==> src/shared/mcast_snoop_pkg.sv <==
// package of constants for the multicast snooping forwarding block
// assumes a 32-bit register port and a 25 MHz core clock
package mcast_snoop_pkg;
	// clock rate and default router aging period
	localparam int unsigned CLK_HZ         = 25_000_000;
	localparam int unsigned AGE_DEFAULT_MS = 1000;
	localparam int unsigned AGE_RESET      = CLK_HZ / 1000 * AGE_DEFAULT_MS;

	// register byte offsets
	localparam logic [7:0] REG_CTRL       = 8'h00;
	localparam logic [7:0] REG_DEF_ROUTER = 8'h04;
	localparam logic [7:0] REG_DEF_MCAST  = 8'h08;
	localparam logic [7:0] REG_AGE_PERIOD = 8'h0C;
	localparam logic [7:0] REG_LEARNED    = 8'h10;
	localparam logic [7:0] REG_STATUS     = 8'h14;
	localparam logic [7:0] REG_ENT_SRC    = 8'h20;
	localparam logic [7:0] REG_ENT_DST    = 8'h30;
	localparam logic [7:0] REG_ENT_CFG    = 8'h40;
	localparam logic [7:0] REG_ENT_CMD    = 8'h44;
	localparam logic [7:0] REG_ENT_VALID  = 8'h48;

	// control register fields
	localparam int CTRL_HW_SNOOP = 0;
	localparam int CTRL_SW_SNOOP = 1;
	localparam int CTRL_LEARN    = 2;
	localparam logic [2:0] CTRL_RESET = 3'h0;

	// entry config and command fields
	localparam int CFG_MODE_LSB = 8;
	localparam int CMD_GO       = 8;

	// source filter modes of a table entry
	localparam logic [1:0] MODE_INCLUDE  = 2'h0;
	localparam logic [1:0] MODE_EXCLUDE  = 2'h1;
	localparam logic [1:0] MODE_DONTCARE = 2'h2;

	// control frame recognition codes
	localparam logic [7:0] PROTO_IGMP    = 8'h02;
	localparam logic [7:0] NEXT_HDR_MLD  = 8'h3A;
	localparam logic [7:0] IGMP_QUERY    = 8'h11;
	localparam logic [7:0] IGMP_V1_REP   = 8'h12;
	localparam logic [7:0] IGMP_V2_REP   = 8'h16;
	localparam logic [7:0] IGMP_LEAVE    = 8'h17;
	localparam logic [7:0] IGMP_HOST_A   = 8'h18;
	localparam logic [7:0] IGMP_HOST_B   = 8'h19;
	localparam logic [7:0] IGMP_HOST_C   = 8'h22;
	localparam logic [7:0] IGMP_RTR_A    = 8'h30;
	localparam logic [7:0] IGMP_RTR_B    = 8'h31;
	localparam logic [7:0] MLD_QUERY     = 8'h82;
	localparam logic [7:0] MLD_HOST_LO   = 8'h83;
	localparam logic [7:0] MLD_HOST_HI   = 8'h84;
	localparam logic [7:0] MLD_RTR_LO    = 8'h97;
	localparam logic [7:0] MLD_RTR_HI    = 8'h99;

	// lookup sequencer states
	typedef enum logic [2:0] {
		ST_IDLE = 3'b001,
		ST_SCAN = 3'b010,
		ST_DONE = 3'b100
	} scan_state_e;
endpackage

==> src/shared/table_if.sv <==
// carrier between the lookup logic and its entry memory
// assumes the owner drives write and read address, the memory answers data
`timescale 1ns/1ns
`default_nettype none
interface table_if #(
	parameter int W  = 8,
	parameter int AW = 3
) ();
	logic          wr_en;
	logic [AW-1:0] wr_addr;
	logic [W-1:0]  wr_data;
	logic [AW-1:0] rd_addr;
	logic [W-1:0]  rd_data;

	modport owner (output wr_en, output wr_addr, output wr_data, output rd_addr, input rd_data);
	modport mem   (input wr_en, input wr_addr, input wr_data, input rd_addr, output rd_data);
endinterface
`default_nettype wire

==> src/core/mcast_snoop.sv <==
// multicast snooping forwarding decision for a packet switch
// assumes frame descriptors and register port come from logic on mclk
//
// Implementation choices: the register addresses and strobed register access.
`timescale 1ns/1ns
`default_nettype none
// Function
// - learned router ports added when learning enabled
// - configurable default router port map used too
// - per-port router timer restarts on message
// - expired router port leaves learned map
// - data: table map plus routers, else fallback
// - hardware snooping sends reports to routers
// - known query: table map plus routers
// - unknown query: L2 map on L2 hit, else default map, plus routers
// - software snooping traps control to CPU
// - IGMP is protocol 2 with listed types
// - MLD is next header 58, listed types
// - CPU-injected control forwarded by message class
// - software-filled L3 table with addresses, maps
// - include entry needs source and destination match
// - exclude entry drops matching source, forwards others
// - exclude has its own mode, include entries never drop
// - don't-care entry matches destination only
// - all-zero port map deletes the entry
module mcast_snoop
	import mcast_snoop_pkg::*;
#(
	parameter int          NPORTS    = 8,
	parameter int          ENTRIES   = 8,
	parameter int          CPU_PORT  = 7,
	parameter int unsigned AGE_INIT  = AGE_RESET,
	parameter int          PW        = $clog2(NPORTS),
	parameter int          EW        = $clog2(ENTRIES)
) (
	input  wire logic              mclk,
	input  wire logic              reset_n,
	input  wire logic [7:0]        reg_addr,
	input  wire logic [31:0]       reg_wdata,
	input  wire logic              reg_wr,
	input  wire logic              reg_rd,
	output logic      [31:0]       reg_rdata,
	input  wire logic              frm_valid,
	output logic                   frm_ready,
	input  wire logic [PW-1:0]     frm_port,
	input  wire logic              frm_ipv4,
	input  wire logic              frm_ipv6,
	input  wire logic [7:0]        frm_proto,
	input  wire logic [7:0]        frm_type,
	input  wire logic [127:0]      frm_src_ip,
	input  wire logic [127:0]      frm_dst_ip,
	input  wire logic              frm_l2_hit,
	input  wire logic [NPORTS-1:0] frm_l2_map,
	output logic                   res_valid,
	output logic      [NPORTS-1:0] res_map,
	output logic                   res_drop
);
	localparam int W = 256 + 2 + NPORTS;

	// frame classes
	localparam logic [1:0] CLS_DATA   = 2'h0;
	localparam logic [1:0] CLS_HOST   = 2'h1;
	localparam logic [1:0] CLS_ROUTER = 2'h2;

	// configuration and table staging
	logic [2:0]          ctrl;
	logic [NPORTS-1:0]   def_router;
	logic [NPORTS-1:0]   def_mcast;
	logic [31:0]         age_period;
	logic [127:0]        ent_src;
	logic [127:0]        ent_dst;
	logic [1:0]          ent_mode;
	logic [NPORTS-1:0]   ent_map;
	logic [ENTRIES-1:0]  ent_valid;
	logic [NPORTS-1:0]   learned;

	// lookup state
	scan_state_e         state;
	logic [EW:0]         scan_idx;
	logic                rd_pend;
	logic [EW-1:0]       rd_idx;
	logic [1:0]          cls;
	logic                cpu_src;
	logic [127:0]        key_src;
	logic [127:0]        key_dst;
	logic                key_l2_hit;
	logic [NPORTS-1:0]   key_l2_map;
	logic                hit;
	logic                hit_drop;
	logic [NPORTS-1:0]   hit_map;
	logic                last_drop;

	logic                accept;
	logic                cmd_go;
	logic [1:0]          next_cls;
	logic [NPORTS-1:0]   router_map;
	logic [NPORTS-1:0]   fwd_map;
	logic [NPORTS-1:0]   next_map;
	logic                next_drop;
	logic [127:0]        e_src;
	logic [127:0]        e_dst;
	logic [1:0]          e_mode;
	logic [NPORTS-1:0]   e_map;
	logic                e_hit;
	logic                e_drop;

	table_if #(.W(W), .AW(EW)) tbl ();

	localparam logic [NPORTS-1:0] CPU_MASK = NPORTS'(1) << CPU_PORT;

	// classify an IGMP or MLD frame by protocol and message type
	function automatic logic [1:0] classify(input logic v4, input logic v6,
	                                        input logic [7:0] proto, input logic [7:0] typ);
		logic [1:0] c;
		c = CLS_DATA;
		if (v4 && proto == PROTO_IGMP) begin
			if (typ == IGMP_V1_REP || typ == IGMP_V2_REP || typ == IGMP_LEAVE ||
			    typ == IGMP_HOST_A || typ == IGMP_HOST_B || typ == IGMP_HOST_C) begin
				c = CLS_HOST;
			end else if (typ == IGMP_QUERY || typ == IGMP_RTR_A || typ == IGMP_RTR_B) begin
				c = CLS_ROUTER;
			end
		end
		if (v6 && proto == NEXT_HDR_MLD) begin
			if (typ >= MLD_HOST_LO && typ <= MLD_HOST_HI) begin
				c = CLS_HOST;
			end else if (typ == MLD_QUERY || (typ >= MLD_RTR_LO && typ <= MLD_RTR_HI)) begin
				c = CLS_ROUTER;
			end
		end
		return c;
	endfunction

	assign frm_ready = (state == ST_IDLE);
	assign accept    = frm_valid && frm_ready;
	assign next_cls  = classify(frm_ipv4, frm_ipv6, frm_proto, frm_type);
	assign cmd_go    = reg_wr && reg_addr == REG_ENT_CMD && reg_wdata[CMD_GO];

	// configuration registers
	always_ff @(posedge mclk or negedge reset_n) begin
		if (!reset_n) begin
			ctrl       <= CTRL_RESET;
			def_router <= '0;
			def_mcast  <= '0;
			age_period <= AGE_INIT;
		end else if (reg_wr) begin
			case (reg_addr)
				REG_CTRL:       ctrl       <= reg_wdata[2:0];
				REG_DEF_ROUTER: def_router <= reg_wdata[NPORTS-1:0];
				REG_DEF_MCAST:  def_mcast  <= reg_wdata[NPORTS-1:0];
				REG_AGE_PERIOD: age_period <= reg_wdata;
				default: ;
			endcase
		end
	end

	// entry staging registers, four words per address
	always_ff @(posedge mclk or negedge reset_n) begin
		if (!reset_n) begin
			ent_src  <= '0;
			ent_dst  <= '0;
			ent_mode <= MODE_INCLUDE;
			ent_map  <= '0;
		end else if (reg_wr) begin
			if (reg_addr[7:4] == REG_ENT_SRC[7:4]) begin
				ent_src[32*reg_addr[3:2] +: 32] <= reg_wdata;
			end
			if (reg_addr[7:4] == REG_ENT_DST[7:4]) begin
				ent_dst[32*reg_addr[3:2] +: 32] <= reg_wdata;
			end
			if (reg_addr == REG_ENT_CFG) begin
				ent_map  <= reg_wdata[NPORTS-1:0];
				ent_mode <= reg_wdata[CFG_MODE_LSB +: 2];
			end
		end
	end

	// software commits staged entry to the table
	assign tbl.wr_en   = cmd_go;
	assign tbl.wr_addr = reg_wdata[EW-1:0];
	assign tbl.wr_data = {ent_src, ent_dst, ent_mode, ent_map};

	// entry valid bits
	always_ff @(posedge mclk or negedge reset_n) begin
		if (!reset_n) begin
			ent_valid <= '0;
		end else if (cmd_go) begin
			// an empty port map deletes the entry
			ent_valid[reg_wdata[EW-1:0]] <= (ent_map != '0);
		end
	end

	// register read, data in the cycle after the strobe
	always_ff @(posedge mclk or negedge reset_n) begin
		if (!reset_n) begin
			reg_rdata <= 32'h0;
		end else if (reg_rd) begin
			reg_rdata <= 32'h0;
			if (reg_addr[7:4] == REG_ENT_SRC[7:4]) begin
				reg_rdata <= ent_src[32*reg_addr[3:2] +: 32];
			end else if (reg_addr[7:4] == REG_ENT_DST[7:4]) begin
				reg_rdata <= ent_dst[32*reg_addr[3:2] +: 32];
			end else begin
				case (reg_addr)
					REG_CTRL:       reg_rdata <= 32'(ctrl);
					REG_DEF_ROUTER: reg_rdata <= 32'(def_router);
					REG_DEF_MCAST:  reg_rdata <= 32'(def_mcast);
					REG_AGE_PERIOD: reg_rdata <= age_period;
					REG_LEARNED:    reg_rdata <= 32'(learned);
					REG_STATUS:     reg_rdata <= {30'h0, last_drop, state != ST_IDLE};
					REG_ENT_CFG:    reg_rdata <= 32'(ent_map) | (32'(ent_mode) << CFG_MODE_LSB);
					REG_ENT_VALID:  reg_rdata <= 32'(ent_valid);
					default:        reg_rdata <= 32'h0;
				endcase
			end
		end
	end

	// router messages from ingress ports restart the timer
	// the aging module drops ports whose timer ran out
	router_aging #(
		.NPORTS (NPORTS),
		.PW     (PW)
	) u_aging (
		.mclk       (mclk),
		.reset_n    (reset_n),
		.learn      (accept && ctrl[CTRL_LEARN] && next_cls == CLS_ROUTER && frm_port != PW'(CPU_PORT)),
		.learn_port (frm_port),
		.period     (age_period),
		.learned    (learned)
	);

	entry_mem #(
		.DEPTH (ENTRIES)
	) u_mem (
		.mclk (mclk),
		.tbl  (tbl)
	);

	// latch the descriptor of an accepted frame
	always_ff @(posedge mclk or negedge reset_n) begin
		if (!reset_n) begin
			cls        <= CLS_DATA;
			cpu_src    <= 1'b0;
			key_src    <= '0;
			key_dst    <= '0;
			key_l2_hit <= 1'b0;
			key_l2_map <= '0;
		end else if (accept) begin
			cls        <= next_cls;
			cpu_src    <= (frm_port == PW'(CPU_PORT));
			key_src    <= frm_src_ip;
			key_dst    <= frm_dst_ip;
			key_l2_hit <= frm_l2_hit;
			key_l2_map <= frm_l2_map;
		end
	end

	// lookup sequencer: one entry address per cycle
	always_ff @(posedge mclk or negedge reset_n) begin
		if (!reset_n) begin
			state    <= ST_IDLE;
			scan_idx <= '0;
			rd_pend  <= 1'b0;
			rd_idx   <= '0;
		end else begin
			rd_pend <= (state == ST_SCAN) && (scan_idx < (EW+1)'(ENTRIES));
			rd_idx  <= scan_idx[EW-1:0];
			case (state)
				ST_IDLE: begin
					scan_idx <= '0;
					if (accept) begin
						state <= ST_SCAN;
					end
				end
				ST_SCAN: begin
					if (scan_idx < (EW+1)'(ENTRIES)) begin
						scan_idx <= scan_idx + (EW+1)'(1);
					end else if (!rd_pend) begin
						state <= ST_DONE;
					end
				end
				ST_DONE: state <= ST_IDLE;
				default: state <= ST_IDLE;
			endcase
		end
	end

	assign tbl.rd_addr = scan_idx[EW-1:0];
	assign {e_src, e_dst, e_mode, e_map} = tbl.rd_data;

	// match one entry against the frame addresses
	always_comb begin
		e_hit  = 1'b0;
		e_drop = 1'b0;
		if (rd_pend && ent_valid[rd_idx] && e_dst == key_dst) begin
			case (e_mode)
				MODE_INCLUDE: e_hit = (e_src == key_src);
				// exclude drops a listed source, forwards others
				MODE_EXCLUDE: begin
					e_hit  = 1'b1;
					e_drop = (e_src == key_src);
				end
				// also serves as wildcard-source include entry
				MODE_DONTCARE: e_hit = 1'b1;
				default: e_hit = 1'b0;
			endcase
		end
	end

	// first matching entry wins
	always_ff @(posedge mclk or negedge reset_n) begin
		if (!reset_n) begin
			hit      <= 1'b0;
			hit_drop <= 1'b0;
			hit_map  <= '0;
		end else if (accept) begin
			hit      <= 1'b0;
			hit_drop <= 1'b0;
			hit_map  <= '0;
		end else if (e_hit && !hit) begin
			hit      <= 1'b1;
			hit_drop <= e_drop;
			hit_map  <= e_map;
		end
	end

	// learned ports join the router map when enabled
	assign router_map = (ctrl[CTRL_LEARN] ? learned : '0) | def_router;
	// fall back to L2 forwarding, then the default map
	assign fwd_map = hit ? hit_map : (key_l2_hit ? key_l2_map : def_mcast);

	// destination choice by frame class and snooping mode
	always_comb begin
		next_map  = '0;
		next_drop = 1'b0;
		if (cls != CLS_DATA && ctrl[CTRL_SW_SNOOP] && !cpu_src) begin
			// trap control frames to the CPU port
			next_map = CPU_MASK;
		end else if (cls != CLS_DATA && cpu_src) begin
			next_map = (cls == CLS_HOST) ? router_map : fwd_map;
		end else if (cls == CLS_HOST && ctrl[CTRL_HW_SNOOP]) begin
			// reports and leaves reach routers only
			next_map = router_map;
		end else if (cls == CLS_ROUTER && ctrl[CTRL_HW_SNOOP]) begin
			// known query uses table map plus routers
			// unknown query uses L2 map on L2 hit, else default map, plus routers
			next_map = fwd_map | router_map;
		end else if (hit && hit_drop) begin
			next_drop = 1'b1;
		end else begin
			// data frames get table map, else L2 or default map, plus routers
			next_map = fwd_map | router_map;
		end
	end

	// registered forwarding answer
	always_ff @(posedge mclk or negedge reset_n) begin
		if (!reset_n) begin
			res_valid <= 1'b0;
			res_map   <= '0;
			res_drop  <= 1'b0;
			last_drop <= 1'b0;
		end else begin
			res_valid <= (state == ST_DONE);
			if (state == ST_DONE) begin
				res_map   <= next_map;
				res_drop  <= next_drop;
				last_drop <= next_drop;
			end
		end
	end
endmodule // mcast_snoop
`default_nettype wire

==> src/core/entry_mem.sv <==
// small synchronous entry memory, registered read data
// assumes one clock; contents carry no reset, validity is kept by the owner
`timescale 1ns/1ns
`default_nettype none
module entry_mem #(
	parameter int DEPTH = 8
) (
	input  wire logic mclk,
	table_if.mem      tbl
);
	logic [$bits(tbl.rd_data)-1:0] store [DEPTH];

	// write port
	always_ff @(posedge mclk) begin
		if (tbl.wr_en) begin
			store[tbl.wr_addr] <= tbl.wr_data;
		end
	end

	// read port, data one cycle after address
	always_ff @(posedge mclk) begin
		tbl.rd_data <= store[tbl.rd_addr];
	end
endmodule // entry_mem
`default_nettype wire

==> src/core/router_aging.sv <==
// per-port learned router map with individual aging counters
// assumes learn is a one-cycle pulse from same-clock logic
`timescale 1ns/1ns
`default_nettype none
module router_aging #(
	parameter int NPORTS = 8,
	parameter int PW     = 3
) (
	input  wire logic              mclk,
	input  wire logic              reset_n,
	input  wire logic              learn,
	input  wire logic [PW-1:0]     learn_port,
	input  wire logic [31:0]       period,
	output logic      [NPORTS-1:0] learned
);
	genvar g;
	generate
		for (g = 0; g < NPORTS; g++) begin : g_port
			logic [31:0] count;
			// restart on router message, drop the port on expiry
			always_ff @(posedge mclk or negedge reset_n) begin
				if (!reset_n) begin
					count      <= 32'h0;
					learned[g] <= 1'b0;
				end else if (learn && learn_port == PW'(g)) begin
					count      <= period;
					learned[g] <= 1'b1;
				end else if (learned[g]) begin
					if (count <= 32'h1) begin
						learned[g] <= 1'b0;
						count      <= 32'h0;
					end else begin
						count <= count - 32'h1;
					end
				end
			end
		end
	endgenerate
endmodule // router_aging
`default_nettype wire

==> config.mk <==
export PLATFORM = sky130hd
export DESIGN_NAME = mcast_snoop
export DESIGN_NICKNAME = d
export VERILOG_FILES = /design/src/shared/mcast_snoop_pkg.sv /design/src/shared/table_if.sv /design/src/core/mcast_snoop.sv /design/src/core/entry_mem.sv /design/src/core/router_aging.sv
export SDC_FILE = /design/constraint.sdc
export NUM_CORES = 2
export LEC_CHECK = 0
export ABC_AREA = 0
export BUFFER_PORTS_ARGS = -buffer_cell sky130_fd_sc_hd__buf_2
export CAP_MARGIN = 40
export CORE_ASPECT_RATIO = 0.6
export CORE_MARGIN = 5
export CORE_UTILIZATION = 40
export DETAILED_ROUTE_END_ITERATION = 6
export GPL_TIMING_DRIVEN = 0
export SLEW_MARGIN = 25
export SYNTH_ARGS = -nofsm -noshare
export SYNTH_HDL_FRONTEND = slang
export SYNTH_HIERARCHICAL = 1
export SYNTH_SLANG_ARGS = --single-unit
==> constraint.sdc <==
create_clock -name mclk -period 5.3 [get_ports mclk]
set_input_delay 1.06 -clock mclk [delete_from_list [all_inputs] [get_ports mclk]]
set_output_delay 1.06 -clock mclk [all_outputs]
set_load 0.02 [all_outputs]
==> flow_summary.json <==
{
  "die-height_um": 456,
  "dr.pass1.iters": 7,
  "groute.usage.overall_pct": 25.1,
  "detail_route.wl_per_cell_um": 31.0,
  "netlist_area_mm2": 0.132,
  "crit_path_start_kind": "flip-flop",
  "post-route-period-util_pct": 92.0,
  "max_freq_mhz": 205,
  "numCtsBuffers": 317,
  "pin_count": 374,
  "multi_input_gate_area_in_the_final_layout_mm2": 0.0377,
  "ys_seq_elements": 3314,
  "clk_path_buf_depth": 4,
  "worst_clock_skew_ps": 84.5,
  "antenna_found_initial": 75,
  "cts.clk_slew.worst_paths_ps": 60,
  "worst_hold_path_type": "input port to flip-flop",
  "root_buffer": "sky130_fd_sc_hd__clkbuf_16",
  "cp_slowest_stage_delay_ps": 500,
  "num_vias": 82479,
  "timing.max_cap.violations": 0,
  "fp.dieW_um": 753,
  "wl_um": 439000,
  "worst-endpoint-required_ps": 6050,
  "floorplan.die_area_mm2": 0.343,
  "cellPowerDensity_mw_per_mm2": 423,
  "globalRoute.totalOverflow": 0,
  "timing.final.max_slew_violations": 0,
  "postSynthAreaPerCell_um2": 15.4,
  "crit_buf_inv": 5,
  "worst_path_max_delay_cell": "sky130_fd_sc_hd__clkbuf_1",
  "yosysWarnings": 6,
  "failing_checks": "DRC",
  "critical_path.cell_chain": "nor2_1 -> nand2_1 -> inv_1 -> nand2_1 -> clkbuf_2 -> buf_16 -> nor3b_1 -> and4b_1 -> clkbuf_1 -> and4b_1 -> clkbuf_1 -> nor2_1 -> nand4b_1 -> nor4_1 -> xnor2_1 -> o21ai_0",
  "finalNetCount": 9886,
  "start_util_pct": 40.2,
  "synthToLayoutAreaGrowth_pct": 16.9,
  "fin_worst_hold_slack_ps": 301,
  "maxSlewHeadroom_pct": 32.4,
  "worst_skew_pair.late_latency_ps": 950,
  "drive_gt1_share_pct": 22.8,
  "detailedRoute.firstIterationViolations": 10702,
  "rows": 163,
  "post_synth_edffs": 2128,
  "syn-num-nets": 8945,
  "cp_max_fo": 10,
  "leakage_nw": 57.0,
  "cts_tree": "done",
  "clock_tree.htree_level_count": 5,
  "nFillCells": 28163,
  "vias_in_the_first_global_route": 80079,
  "crit_path_end_kind": "flip-flop",
  "dpl.hpwl_um": 330000,
  "fin_crit_ps": 4880,
  "core_area_mm2": 0.329,
  "status": "finished, violations left",
  "timing.final.setup_violations": 0,
  "hold_viol": 0,
  "seq_area_frac_synth_pct": 69.7,
  "critPathKind": "flip-flop to flip-flop",
  "grt_setup_unrepaired": "false",
  "cts_num_sinks": 3314,
  "area_of_all_placed_cells_without_fillers_mm2": 0.155,
  "worst_slew_pin_slew_ps": 1010,
  "total_power_of_the_final_layout_mw": 65.5,
  "grt_start_max_net_pins": 129,
  "routabilityCongestion": 0.953,
  "grt_first_pass_wirelength_um": 614000,
  "avgViaCountPerCell": 5.82,
  "syn-instance-count": 8586,
  "synth_cell_types": 99,
  "sequential_cell_area_mm2": 0.0923,
  "placement.io_buffers": 372,
  "worst_path_top_cell_family_by_delay": "simple AND/OR/NAND/NOR gates",
  "postCtsResizedCells": 0,
  "postSynth.asyncResetShare_pct": 27.8,
  "placement.cell_area_mm2": 0.144,
  "irDropWorstVdd_uv": 277,
  "ant_nets": 0,
  "worstPathArrival_ps": 5620,
  "dominantRegCellSynth": "sky130_fd_sc_hd__edfxtp_1",
  "drt_drc_violations_left": 4
}
-- sequential cells by signal, indices dropped and copies added (netlist names), 32 cells and up --
register	flops
u_mem/store	2128
reg_rdata	32
u_aging/g_port.count	256
ent_dst	128
u_mem/tbl.rd_data	266
key_dst	128
ent_src	128
age_period	32
key_src	128
-- where the power goes --
| part | internal [mW] | leakage [nW] | switching [mW] |
|---|---|---|---|
| Sequential | 29.1 | 35.0 | 2.00 |
| Clock | 12.7 | 5.00 | 10.1 |
| Combinational | 5.04 | 17.0 | 6.59 |
-- worst register-to-register path: cells and delay by family, from the launching register on --
kind / cells / cell delay, ps
compound gates: 1 / 100
xor+xnor: 1 / 170
buf+inv: 5 / 1620
flops: 1 / 410
simple gates: 9 / 2420
-- synthesized netlist by cell type, types with 8 or more instances --
library cell / instances / area (um2)
sky130_fd_sc_hd__dfrtp_1: 907 / 22700
sky130_fd_sc_hd__buf_1: 55 / 206
sky130_fd_sc_hd__nand4b_1: 13 / 114
sky130_fd_sc_hd__nand4_1: 80 / 500
sky130_fd_sc_hd__clkbuf_1: 277 / 1040
sky130_fd_sc_hd__inv_1: 93 / 349
sky130_fd_sc_hd__o21ai_1: 110 / 551
sky130_fd_sc_hd__or2_2: 16 / 100
sky130_fd_sc_hd__xor2_1: 62 / 543
sky130_fd_sc_hd__nor2b_1: 43 / 269
sky130_fd_sc_hd__and3_1: 18 / 113
sky130_fd_sc_hd__mux2_1: 33 / 372
sky130_fd_sc_hd__o21ai_0: 433 / 2170
sky130_fd_sc_hd__nand2_1: 1515 / 5690
sky130_fd_sc_hd__ha_1: 28 / 350
sky130_fd_sc_hd__mux4_2: 596 / 13400
sky130_fd_sc_hd__buf_6: 55 / 619
sky130_fd_sc_hd__dfxtp_1: 266 / 5330
sky130_fd_sc_hd__nand3_1: 84 / 420
sky130_fd_sc_hd__a222oi_1: 8 / 80.1
sky130_fd_sc_hd__and2_1: 12 / 75.1
sky130_fd_sc_hd__mux2_2: 325 / 3660
sky130_fd_sc_hd__a21oi_1: 88 / 440
sky130_fd_sc_hd__nand2b_1: 49 / 307
sky130_fd_sc_hd__a22oi_1: 17 / 128
sky130_fd_sc_hd__nor4_1: 99 / 619
sky130_fd_sc_hd__a31oi_1: 29 / 181
sky130_fd_sc_hd__nand3b_1: 14 / 105
sky130_fd_sc_hd__o31ai_1: 17 / 128
sky130_fd_sc_hd__xnor2_1: 279 / 2440
sky130_fd_sc_hd__o211ai_1: 42 / 315
sky130_fd_sc_hd__nor2_1: 292 / 1100
sky130_fd_sc_hd__or4_1: 32 / 240
sky130_fd_sc_hd__a211oi_1: 9 / 67.6
sky130_fd_sc_hd__a221oi_1: 41 / 359
sky130_fd_sc_hd__nor3_1: 109 / 546
sky130_fd_sc_hd__nor3b_1: 18 / 135
sky130_fd_sc_hd__dfstp_2: 13 / 342
sky130_fd_sc_hd__buf_2: 49 / 245
sky130_fd_sc_hd__mux2i_1: 29 / 290
sky130_fd_sc_hd__edfxtp_1: 2128 / 63900
sky130_fd_sc_hd__or3_1: 37 / 231
sky130_fd_sc_hd__o22ai_1: 9 / 56.3
sky130_fd_sc_hd__nor4b_1: 13 / 114
-- per-layer routing --
layer  wire length, um  GRT usage (%)  vias up
met5                87         0.0138        -
met4             12900           7.14       14
met3             48900           7.14      669
met2            189000           35.8     4243
met1            188000           37.3    43401
li1                  -              -    34152
-- cell usage in the layout, fill, tap and decap left out, types with 29 or more instances in the layout --
master,synthesis,layout
sky130_fd_sc_hd__xnor2_1,279,277
sky130_fd_sc_hd__a21oi_1,88,88
sky130_fd_sc_hd__nor3_1,109,106
sky130_fd_sc_hd__clkinv_2,0,49
sky130_fd_sc_hd__buf_12,0,39
sky130_fd_sc_hd__clkinv_1,1,40
sky130_fd_sc_hd__mux2i_1,29,29
sky130_fd_sc_hd__nand2b_1,49,48
sky130_fd_sc_hd__mux2_2,325,325
sky130_fd_sc_hd__or4_1,32,32
sky130_fd_sc_hd__nand4_1,80,80
sky130_fd_sc_hd__dfxtp_1,266,266
sky130_fd_sc_hd__inv_1,93,92
sky130_fd_sc_hd__clkbuf_16,0,323
sky130_fd_sc_hd__buf_16,0,84
sky130_fd_sc_hd__o21ai_1,110,110
sky130_fd_sc_hd__clkbuf_8,0,31
sky130_fd_sc_hd__buf_2,49,435
sky130_fd_sc_hd__clkbuf_1,277,336
sky130_fd_sc_hd__mux2_1,33,33
sky130_fd_sc_hd__nor4_1,99,97
sky130_fd_sc_hd__dfrtp_1,907,907
sky130_fd_sc_hd__a221oi_1,41,41
sky130_fd_sc_hd__or3_1,37,37
sky130_fd_sc_hd__o21ai_0,433,433
sky130_fd_sc_hd__nor2_1,292,286
sky130_fd_sc_hd__buf_1,55,45
sky130_fd_sc_hd__buf_6,55,114
sky130_fd_sc_hd__mux4_2,596,596
sky130_fd_sc_hd__nor2b_1,43,43
sky130_fd_sc_hd__edfxtp_1,2128,2128
sky130_fd_sc_hd__xor2_1,62,62
sky130_fd_sc_hd__clkbuf_2,6,34
sky130_fd_sc_hd__o211ai_1,42,42
sky130_fd_sc_hd__nand3_1,84,84
sky130_fd_sc_hd__a31oi_1,29,29
sky130_fd_sc_hd__nand2_1,1515,1513
sky130_fd_sc_hd__buf_8,0,39
-- path summary, 6_finish.rpt --
| path | from | endpoint | slack, ps | cells after the start |
|---|---|---|---|---|
| min in group asynchronous | reset_n | u_aging/g_port[2].count[30]$_DFFE_PN0P_ | 660 | 2 |
| max in group asynchronous | reset_n | ent_src[18]$_DFFE_PN0P_ | 2570 | 5 |
| max | state[2]$_DFFE_PN0P_ | u_aging/g_port[3].count[19]$_DFFE_PN0P_ | 420 | 16 |
| min | frm_src_ip[91] | key_src[91]$_DFFE_PN0P_ | 300 | 3 |
| max reg2reg | state[2]$_DFFE_PN0P_ | u_aging/g_port[3].count[19]$_DFFE_PN0P_ | 420 | 16 |
| min reg2reg | u_mem/tbl.rd_data[6]$_DFF_P_ | hit_map[6]$_DFFE_PN0P_ | 450 | 2 |
-- repair_timing --
item	in CTS	in global routing
hold buffers	1	0
endpoints found under the hold margin	9	0
setup buffers	0	0
-- area by class of cell --
cell class,instances,share of cell area [%]
flip-flops and latches,3314,59.7
inverters,97,0.239
clock buffers,432,5.68
diodes,27,0.0437
multi-input cells,4728,24.4
plain buffers,447,1.45
repair buffers,622,4.13
well taps,4372,3.54
clock inverters,140,0.908
-- logic make-up after synthesis --
group	after synthesis	share of synthesized area, %
DFF	3314	69.7
and+or+nand+nor	2490	8.44
muxes	983	13.4
AOI/OAI and AO/OA	886	3.98
buffers and inverters	544	1.92
xor gates and xnor gates	341	2.26
adders and majority gates	28	0.265
-- metrics by stage --
step	setup WS (ps)	utilization [%]	cells	TNS, ps
5_1_grt	247	47.0	14165	0
2_1_floorplan	-3470	-	8586	-3537410
4_1_cts	524	46.9	14123	0
3_3_place_gp	-17320	42.5	13330	-
3_5_place_dp	-29.1	43.8	13550	-29.1
6_report	422	47.0	14179	0
Power figures use the tool's default switching activity.
